**src/rtl/pll_diag_pkg.sv**
```systemverilog
`default_nettype none
package pll_diag_pkg;

    localparam logic [7:0]  DIAG_CONFIG_OFFSET = 8'h54;
    localparam logic [31:0] DIAG_CONFIG_RESET  = 32'h0000_0305;
    localparam int          DIAG_BIT_POS       = 16;
    localparam int          PLL_N_LSB          = 8;
    localparam int          PLL_N_WIDTH        = 3;
    localparam int          PLL_M_LSB          = 0;
    localparam int          PLL_M_WIDTH        = 5;
    localparam logic [2:0]  PLL_N_RESET        = 3'h3;
    localparam logic [4:0]  PLL_M_RESET        = 5'h05;
    localparam logic        DIAG_RESET         = 1'b0;
    localparam logic [14:0] TEST_CTRL_RESET    = 15'h0000;

    // Nominal clock figures (MHz) and divide ratios for the media cores
    localparam int PLL_OUT_MHZ   = 80;
    localparam int MEDIA_FAST_MHZ = 40;
    localparam int MEDIA_SLOW_MHZ = 20;
    localparam int DIV_FAST      = PLL_OUT_MHZ / MEDIA_FAST_MHZ;
    localparam int DIV_SLOW      = PLL_OUT_MHZ / MEDIA_SLOW_MHZ;

    // PLL-valid and debounce wait counts in mclk cycles
    localparam int VALID_WAIT_NORMAL    = 4096;
    localparam int VALID_WAIT_SHORT     = 16;
    localparam int DEBOUNCE_WAIT_NORMAL = 4096;
    localparam int DEBOUNCE_WAIT_SHORT  = 8;

endpackage : pll_diag_pkg
`default_nettype wire

```
**src/rtl/pll_diagnostic_config.sv**
```systemverilog
// Behaviour
// - Only the global reset restores the register to its defaults.
// - Default factors give 80 MHz, divided to 40 and 20 MHz enables.
// - Bits 31..17 are read-only test controls, zero after reset.
// - Bit 16 set shortens the PLL clock-valid wait.
// - Bit 16 set also shortens card-detect debounce intervals.
// - Bits 15..11 always read as zero.
// - Bits 7..5 always read as zero.
// - Bits 10..8 hold the N factor, reset 3, drive the PLL N input.
// - Bits 4..0 hold the M factor, reset 5, drive the PLL M input.
`timescale 1ns/1ps
`default_nettype none
module pll_diagnostic_config #(
    parameter int VALID_WAIT_NORMAL    = pll_diag_pkg::VALID_WAIT_NORMAL,
    parameter int VALID_WAIT_SHORT     = pll_diag_pkg::VALID_WAIT_SHORT,
    parameter int DEBOUNCE_WAIT_NORMAL = pll_diag_pkg::DEBOUNCE_WAIT_NORMAL,
    parameter int DEBOUNCE_WAIT_SHORT  = pll_diag_pkg::DEBOUNCE_WAIT_SHORT
) (
    input  wire logic        mclk,
    input  wire logic        reset,
    input  wire logic        cfg_write,
    input  wire logic        cfg_read,
    input  wire logic [7:0]  cfg_addr,
    input  wire logic [31:0] cfg_wdata,
    input  wire logic [3:0]  cfg_byte_en,
    output logic      [31:0] cfg_rdata,
    output logic      [2:0]  pll_n,
    output logic      [4:0]  pll_m,
    output logic             diag_mode,
    input  wire logic        pll_locked,
    output logic             pll_clk_valid,
    output logic [15:0]      debounce_wait,
    output logic             media_en_40,
    output logic             media_en_20
);
    // Widest wait sets the counter width
    localparam int VW = $clog2(VALID_WAIT_NORMAL + 1);

    // Wait counts cut once, on purpose, to the widths that use them
    localparam logic [VW-1:0] VALID_LIMIT_NORMAL = VW'(VALID_WAIT_NORMAL);
    localparam logic [VW-1:0] VALID_LIMIT_SHORT  = VW'(VALID_WAIT_SHORT);
    localparam logic [15:0]   DEBOUNCE_NORMAL    = 16'(DEBOUNCE_WAIT_NORMAL);
    localparam logic [15:0]   DEBOUNCE_SHORT     = 16'(DEBOUNCE_WAIT_SHORT);

    // Register fields
    logic          diag_reg;
    logic [2:0]    pll_n_reg;
    logic [4:0]    pll_m_reg;

    // Clock-valid timer and lock synchroniser
    logic [VW-1:0] valid_cnt_reg;
    logic          lock_meta_reg;
    logic          lock_sync_reg;

    // Next values
    wire           diag_next;
    wire [2:0]     pll_n_next;
    wire [4:0]     pll_m_next;
    wire [31:0]    rdata_next;
    wire [VW-1:0]  valid_cnt_next;
    wire           valid_next;
    wire [15:0]    debounce_next;

    // Timer helpers and the media enable source
    wire [VW-1:0]  valid_limit;
    wire           lock_lost;
    wire           wait_done;
    wire           pll_en;

    // Address and lane decode
    wire hit      = (cfg_addr == pll_diag_pkg::DIAG_CONFIG_OFFSET);
    wire wr_hit   = cfg_write && hit;
    wire rd_hit   = cfg_read && hit;
    wire wr_lane2 = wr_hit && cfg_byte_en[2];
    wire wr_lane1 = wr_hit && cfg_byte_en[1];
    wire wr_lane0 = wr_hit && cfg_byte_en[0];

    // Write data split into the three writable fields
    wire       wdata_diag = cfg_wdata[pll_diag_pkg::DIAG_BIT_POS];
    wire [2:0] wdata_n    = cfg_wdata[pll_diag_pkg::PLL_N_LSB +: pll_diag_pkg::PLL_N_WIDTH];
    wire [4:0] wdata_m    = cfg_wdata[pll_diag_pkg::PLL_M_LSB +: pll_diag_pkg::PLL_M_WIDTH];

    // Only bit 16 and the two factor fields take written values
    assign diag_next  = wr_lane2 ? wdata_diag : diag_reg;
    assign pll_n_next = wr_lane1 ? wdata_n    : pll_n_reg;
    assign pll_m_next = wr_lane0 ? wdata_m    : pll_m_reg;

    // No writer exists for the upper bits, so they keep their reset value
    wire [14:0] pll_test_controls = pll_diag_pkg::TEST_CTRL_RESET;

    // Read image: reserved gaps forced to zero
    wire [31:0] reg_image = {pll_test_controls,
                             diag_reg,
                             5'h00,
                             pll_n_reg,
                             3'h0,
                             pll_m_reg};

    // Other offsets read as zero; otherwise the last read data stands
    assign rdata_next = rd_hit   ? reg_image
                      : cfg_read ? 32'h0000_0000
                      :            cfg_rdata;

    // Short wait only for simulation and test of the clock-valid path
    assign valid_limit = diag_reg ? VALID_LIMIT_SHORT : VALID_LIMIT_NORMAL;
    assign lock_lost   = !lock_sync_reg;
    assign wait_done   = (valid_cnt_reg >= valid_limit);

    // Losing lock restarts the wait, so a wobbling PLL is never trusted early
    assign valid_cnt_next = lock_lost ? '0
                          : wait_done ? valid_cnt_reg
                          :             valid_cnt_reg + VW'(1);
    assign valid_next     = !lock_lost && (wait_done || pll_clk_valid);

    // Debounce logic elsewhere reads this count; the short form is test only
    assign debounce_next = diag_reg ? DEBOUNCE_SHORT : DEBOUNCE_NORMAL;

    // Global reset is the only reset that reaches these fields
    always_ff @(posedge mclk or posedge reset) begin
        if (reset) begin
            diag_reg <= pll_diag_pkg::DIAG_RESET;
        end else begin
            diag_reg <= diag_next;
        end
    end

    always_ff @(posedge mclk or posedge reset) begin
        if (reset) begin
            pll_n_reg <= pll_diag_pkg::PLL_N_RESET;
        end else begin
            pll_n_reg <= pll_n_next;
        end
    end

    always_ff @(posedge mclk or posedge reset) begin
        if (reset) begin
            pll_m_reg <= pll_diag_pkg::PLL_M_RESET;
        end else begin
            pll_m_reg <= pll_m_next;
        end
    end

    // Read data registered; it holds between reads
    always_ff @(posedge mclk or posedge reset) begin
        if (reset) begin
            cfg_rdata <= '0;
        end else begin
            cfg_rdata <= rdata_next;
        end
    end

    assign pll_n     = pll_n_reg;
    assign pll_m     = pll_m_reg;
    assign diag_mode = diag_reg;

    // Lock comes from the analog PLL, so it passes two flops first
    always_ff @(posedge mclk or posedge reset) begin
        if (reset) begin
            lock_meta_reg <= 1'b0;
        end else begin
            lock_meta_reg <= pll_locked;
        end
    end

    // Only this second flop is read by the timer
    always_ff @(posedge mclk or posedge reset) begin
        if (reset) begin
            lock_sync_reg <= 1'b0;
        end else begin
            lock_sync_reg <= lock_meta_reg;
        end
    end

    // Clock-valid wait restarts whenever lock drops
    always_ff @(posedge mclk or posedge reset) begin
        if (reset) begin
            valid_cnt_reg <= '0;
        end else begin
            valid_cnt_reg <= valid_cnt_next;
        end
    end

    // Valid rises once the count reaches its limit
    always_ff @(posedge mclk or posedge reset) begin
        if (reset) begin
            pll_clk_valid <= 1'b0;
        end else begin
            pll_clk_valid <= valid_next;
        end
    end

    // Reset value is the normal count, so debounce starts on the safe side
    always_ff @(posedge mclk or posedge reset) begin
        if (reset) begin
            debounce_wait <= DEBOUNCE_NORMAL;
        end else begin
            debounce_wait <= debounce_next;
        end
    end

    // Media enables tick only once the PLL clock is declared valid
    assign pll_en = pll_clk_valid;

    clk_enable_div #(
        .RATIO (pll_diag_pkg::DIV_FAST)
    ) u_div_fast (
        .mclk   (mclk),
        .reset  (reset),
        .en_in  (pll_en),
        .en_out (media_en_40)
    );

    clk_enable_div #(
        .RATIO (pll_diag_pkg::DIV_SLOW)
    ) u_div_slow (
        .mclk   (mclk),
        .reset  (reset),
        .en_in  (pll_en),
        .en_out (media_en_20)
    );
endmodule : pll_diagnostic_config
`default_nettype wire

```
**src/rtl/clk_enable_div.sv**
```systemverilog
`timescale 1ns/1ps
`default_nettype none
// Divides a clock enable stream by RATIO into a one-cycle pulse
module clk_enable_div #(
    parameter int RATIO = 2
) (
    input  wire logic mclk,
    input  wire logic reset,
    input  wire logic en_in,
    output logic      en_out
);
    localparam int CW = (RATIO > 1) ? $clog2(RATIO) : 1;
    localparam logic [CW-1:0] LAST = CW'(RATIO - 1);

    logic [CW-1:0] cnt_reg;
    wire           wrap = en_in && (cnt_reg == LAST);

    always_ff @(posedge mclk or posedge reset) begin
        if (reset) begin
            cnt_reg <= '0;
            en_out  <= 1'b0;
        end else begin
            en_out <= wrap;
            if (wrap) begin
                cnt_reg <= '0;
            end else if (en_in) begin
                cnt_reg <= cnt_reg + CW'(1);
            end
        end
    end
endmodule : clk_enable_div
`default_nettype wire

```
**config.mk**
```make
export PLATFORM = sky130hd
export DESIGN_NAME = pll_diagnostic_config
export DESIGN_NICKNAME = d
export VERILOG_FILES = /design/src/rtl/pll_diag_pkg.sv /design/src/rtl/pll_diagnostic_config.sv /design/src/rtl/clk_enable_div.sv
export SDC_FILE = /design/constraint.sdc
export NUM_CORES = 1
export LEC_CHECK = 0
export ABC_AREA = 0
export BUFFER_PORTS_ARGS = -buffer_cell sky130_fd_sc_hd__clkbuf_2
export CORE_MARGIN = 8
export CORE_UTILIZATION = 46
export DETAILED_ROUTE_END_ITERATION = 10
export PLACE_DENSITY_LB_ADDON = 0.1
export SYNTH_ARGS = -nofsm -noshare
export SYNTH_HDL_FRONTEND = slang
export SYNTH_SLANG_ARGS = --single-unit
```
**constraint.sdc**
```tcl
create_clock -name mclk -period 2.74 [get_ports mclk]
set_clock_uncertainty 0.2 [all_clocks]
set_input_delay 0.137 -clock mclk [delete_from_list [all_inputs] [get_ports mclk]]
set_output_delay 0.137 -clock mclk [all_outputs]
set_load 0.03 [all_outputs]
```
; Word level (Yosys, flattened, before mapping)
; Index checks and enable logic that the tools add are counted.
[op_classes]
bitwise_logic = 0
shift = 0
muxes = 10
n_mul = 0
reduce_logical = 12
magnitude_cmp = 1
n_eq_ne = 3
div_mod_pow = 0
addsub = 3
[ops]
columns = op, n
row1 = 32-bit 2-to-1 mux, 2
row2 = 13-bit 2-to-1 mux, 4
row3 = "13-bit by 1-bit adder with 13-bit output, second input constant", 1
row4 = 13-bit >= comparator, 1
row5 = "8-bit by 7-bit == test with 1-bit output, second input constant", 1
row6 = 1-bit logical AND, 8
row7 = 2-bit nonzero test, 3
row8 = 2-bit 2-to-1 mux, 2
row9 = "2-bit by 1-bit adder with 2-bit output, second input constant", 1
row10 = "2-bit == test, second input constant", 1
row11 = 1-bit 2-to-1 mux, 2
row12 = "2-bit != test, second input constant", 1
row13 = "1-bit adder, second input constant", 1
row14 = 1-bit logical OR, 1
[word_totals]
latchBits = 0
in_bits = 49
mem_bits_rw = 0
romBits = 0
n_memories = 0
reg_bits = 75

; Depth between registers and ports, before layout
[depth]
word_depth = 4
depth_mapped = 6

; By module
; A second synthesis with hierarchy kept.
[hier_totals]
cells_unflattened = 198
hier_area_um2 = 2165.8
[by_module_without_submodules]
columns = mod, area_each_um2, cells_each, instances, seq_area_each_um2
row1 = pll_diagnostic_config, 1970.6, 184, 1, 907.1
row2 = clk_enable_div at u_div_slow, 125.1, 9, 1, 75.1
row3 = clk_enable_div at u_div_fast, 70.1, 5, 1, 50.0

; Worst setup path after synthesis
; Ideal clock, no wire load.
[synth_timing]
path_type = reg2reg
startpoint = reg diag_reg, in the netlist diag_mode
endpoint = reg valid_cnt_reg[7]
path_slack_ps = 598
n_path_buf = 1
synth_period_minus_slack_ps = 2142
arrival_time_ps = 1863
path_stages_with_launch = 6
setup_time_ps = 79
required_time_ps = 2461
path_cell_list = dfrtp_1 -> ha_1 -> or2_2 -> buf_1 -> a2111oi_4 -> mux2i_1
[synth_via]
elab_chain_cells = 3
[synth_rtl]
columns = item, line
row1 = "start, declared", pll_diagnostic_config.sv:46  ; logic diag_reg;
row2 = "start signal, assigned", pll_diagnostic_config.sv:121  ; diag_reg <= pll_diag_pkg::DIAG_RESET;
row3 = "start signal, assigned", pll_diagnostic_config.sv:123  ; diag_reg <= diag_next;
row4 = 13-bit 2-to-1 mux, pll_diagnostic_config.sv:105  ; assign valid_limit = diag_reg ? VALID_LIMIT_SHORT : VALID_LIMIT_NORMAL;
row5 = 13-bit >= comparator, pll_diagnostic_config.sv:107  ; assign wait_done = (valid_cnt_reg >= valid_limit);
row6 = 2-bit != test (no source line), -
row7 = "end signal, assigned", pll_diagnostic_config.sv:179  ; valid_cnt_reg <= valid_cnt_next;
row8 = "end, declared", pll_diagnostic_config.sv:51  ; logic [VW-1:0] valid_cnt_reg;
; No other way between the ends.
; A chain may end at the register's enable or synchronous reset.

; Final worst setup path
[layout_timing]
startpoint = reg diag_reg, in the netlist diag_mode
endpoint = reg valid_cnt_reg[10]
; The elaborated chain is that of the path after synthesis.

==> results.py <==
metrics = {
    "clocking": {
        "clk_latency_ps": 290,
        "htreeDepth": 2,
        "ctsLongestPathBuffers": 2,
        "clock-root-buffer": "clkbuf_8",
        "cts_made_buffers": 5,
        "path_clk_slew_ps": 90,
        "ctsResizeCount": 0,
        "clkSinkCount": 41,
        "cts_tree": "done",
    },
    "floorplan": {
        "core_area_um2": 4660,
        "dieArea_um2": 7230,
        "initial_core_util": 0.470,
        "design.portCount": 109,
        "fp.dieW_um": 85.0,
        "die_h_um": 85.0,
        "placementRows": 25,
    },
    "finish": {
        "layout-drive-gt1-share": 0.294,
        "final_common_cell": "clkbuf_2",
        "fin_cells": 316,
        "final_util": 0.550,
        "area_growth_pct": 17.1,
        "antenna_cells": 0,
        "final_nets": 315,
        "layout_common_cells": "clkbuf_2 (47), conb_1 (37), dfrtp_1 (36), nand2_1 (15), dlygate4sd3_1 (12)",
        "largest_register_ffs": 13,
    },
    "route": {
        "postRouteWirelength_mm": 4.33,
        "route.detailed.drc": 0,
        "vias": 1512,
        "first_pass_iters": 4,
        "drt_iter0_markers": 39,
        "via_per_inst": 4.78,
        "wl_per_cell_um": 13.7,
        "postRouteAntennaNets": 0,
    },
    "sta": {
        "timing.hold.ws_ps": 30.5,
        "min_period_ps": 2100,
        "relSlewSlack": 0.665,
        "max_freq_mhz": 476,
        "finalHoldViolCount": 0,
        "slew_violations": 0,
        "period_share": 0.766,
        "tightest_slew_ps": 502,
        "finalSetupTns_ps": 0,
        "setup_viol": 0,
        "grt_setup_unrepaired": "false",
        "postLayoutSetupSlackWorst_ps": 641,
    },
    "flow_run": {
        "cap_violations": 0,
    },
    "synth": {
        "ys_types": 40,
        "synth_cells": 198,
        "syn_area_um2": 2190,
        "ys_async_sr_fraction": 1.00,
        "synth-edff-count": 0,
        "ys_warn_count": 0,
        "synth_seq_cells": 41,
        "yosysSeqAreaShare": 0.471,
        "synthFlopType": "dfrtp_1",
        "syn_avg_cell_area_um2": 11.1,
    },
    "placed_design": {
        "dp_cells": 296,
        "pre_cts_ws_ps": 644,
        "port-buffer-count": 47,
        "dp_hpwl_mm": 3.30,
        "gp_congestion": 0.839,
    },
    "worst_setup_path": {
        "critPathLaunchType": "flip-flop",
        "crit_arrival_ps": 2120,
        "path_max_fanout": 7,
        "worstSetupPathType": "reg -> reg",
        "worstPathRequired_ps": 2760,
        "end_kind": "flip-flop",
    },
    "global_routing": {
        "grt_max_degree": 42,
        "grt_first_pass_wirelength_mm": 7.51,
        "overflow": 0,
        "grtUsageTotal": 0.126,
        "grt_pass1_vias": 1611,
        "antenna_found_initial": 0,
    },
    "min_path": {
        "hp-class": "in -> reg",
    },
    "pwr": {
        "p_leak_nw": 1.31,
        "ir_drop_v": 0.000300,
        "power_density_nw_per_um2": 487,
    },
    "outcome": {
        "outcome": "finished clean",
    },
}
-- cell usage after synthesis, types with 5 or more instances --
cell type | n | area share
a21oi_1 | 7 | 0.016
a22o_1 | 9 | 0.036
dfstp_2 | 5 | 0.060
mux2_2 | 10 | 0.051
nand2b_1 | 8 | 0.023
nand3_1 | 5 | 0.011
buf_4 | 37 | 0.13
nand2_1 | 15 | 0.026
dfrtp_1 | 36 | 0.41
ha_1 | 5 | 0.029
mux2i_1 | 8 | 0.037
inv_1 | 6 | 0.010
-- power breakdown --
group | internal, mW | switching [mW]
Sequential | 0.635 | 0.0205
Combinational | 0.0590 | 0.128
Clock | 0.184 | 0.223
Total | 0.878 | 0.372
-- final cells by class --
class	count	area (um2)
sequential	41	1030
fill	413	2100
inverter	7	26.3
multi-input combinational	145	975
tap	54	67.6
timing repair buffer	61	370
clock inverter	3	25.0
clock buffer	5	68.8
-- routing by layer --
metal,share of wire,track usage,routed length (um),up-vias
met2,0.49,0.210,2130,42
li1,-,-,-,742
met1,0.43,0.141,1860,726
met5,0,0,0,-
met3,0.071,0.0492,309,2
met4,0.0072,0.0485,31,0
-- worst paths after layout --
kind | from | endpoint | slack, ps | cells after the start
min in group asynchronous | reset | u_div_slow.cnt_reg[0] | 290 | 4
setup / recovery | diag_mode | valid_cnt_reg[10] | 640 | 5
max in group asynchronous | reset | pll_m[0] | 1680 | 4
setup reg to reg | diag_mode | valid_cnt_reg[10] | 640 | 5
hold reg to reg | lock_meta_reg | lock_sync_reg | 150 | 0
hold / removal | cfg_byte_en[1] | pll_n[0] | 30 | 3
-- per-stage QoR --
stage,total power [mW],cell area [um2]
6_report,1.25,2560
5_1_grt,1.31,2560
4_1_cts,1.27,2560
3_5_place_dp,0.843,2350
3_3_place_gp,0.841,2350
2_1_floorplan,0.843,2330
-- worst max-delay path: stages, from the launching register on --
cell and delay [ps]:
dfrtp_1 470, ha_1 350, nor3b_1 270, nand3_1 180
or4_1 480, o21ai_0 80
-- cells by family (layout without fill, tap and decap cells) --
family | after synthesis | after routing | synth area share
AO/OA/AOI/OAI | 25 | 25 | 0.0880
XOR/XNOR | 2 | 2 | 0.00800
adder cells (fa/ha/maj) | 5 | 5 | 0.0286
buffers and inverters | 48 | 76 | 0.146
flip-flops | 41 | 41 | 0.471
multiplexers | 18 | 18 | 0.0880
other | 1 | 37 | 0.00171
AND/OR/NAND/NOR | 58 | 58 | 0.169
-- what timing repair did --
item / 4_1_cts / 5_1_grt
hold buffers: 12 / 0
endpoints found under the setup margin: 0 / 0
endpoints found under the hold margin: 46 / 0
setup buffers: 0 / 0
Power figures use the tool's default switching activity.
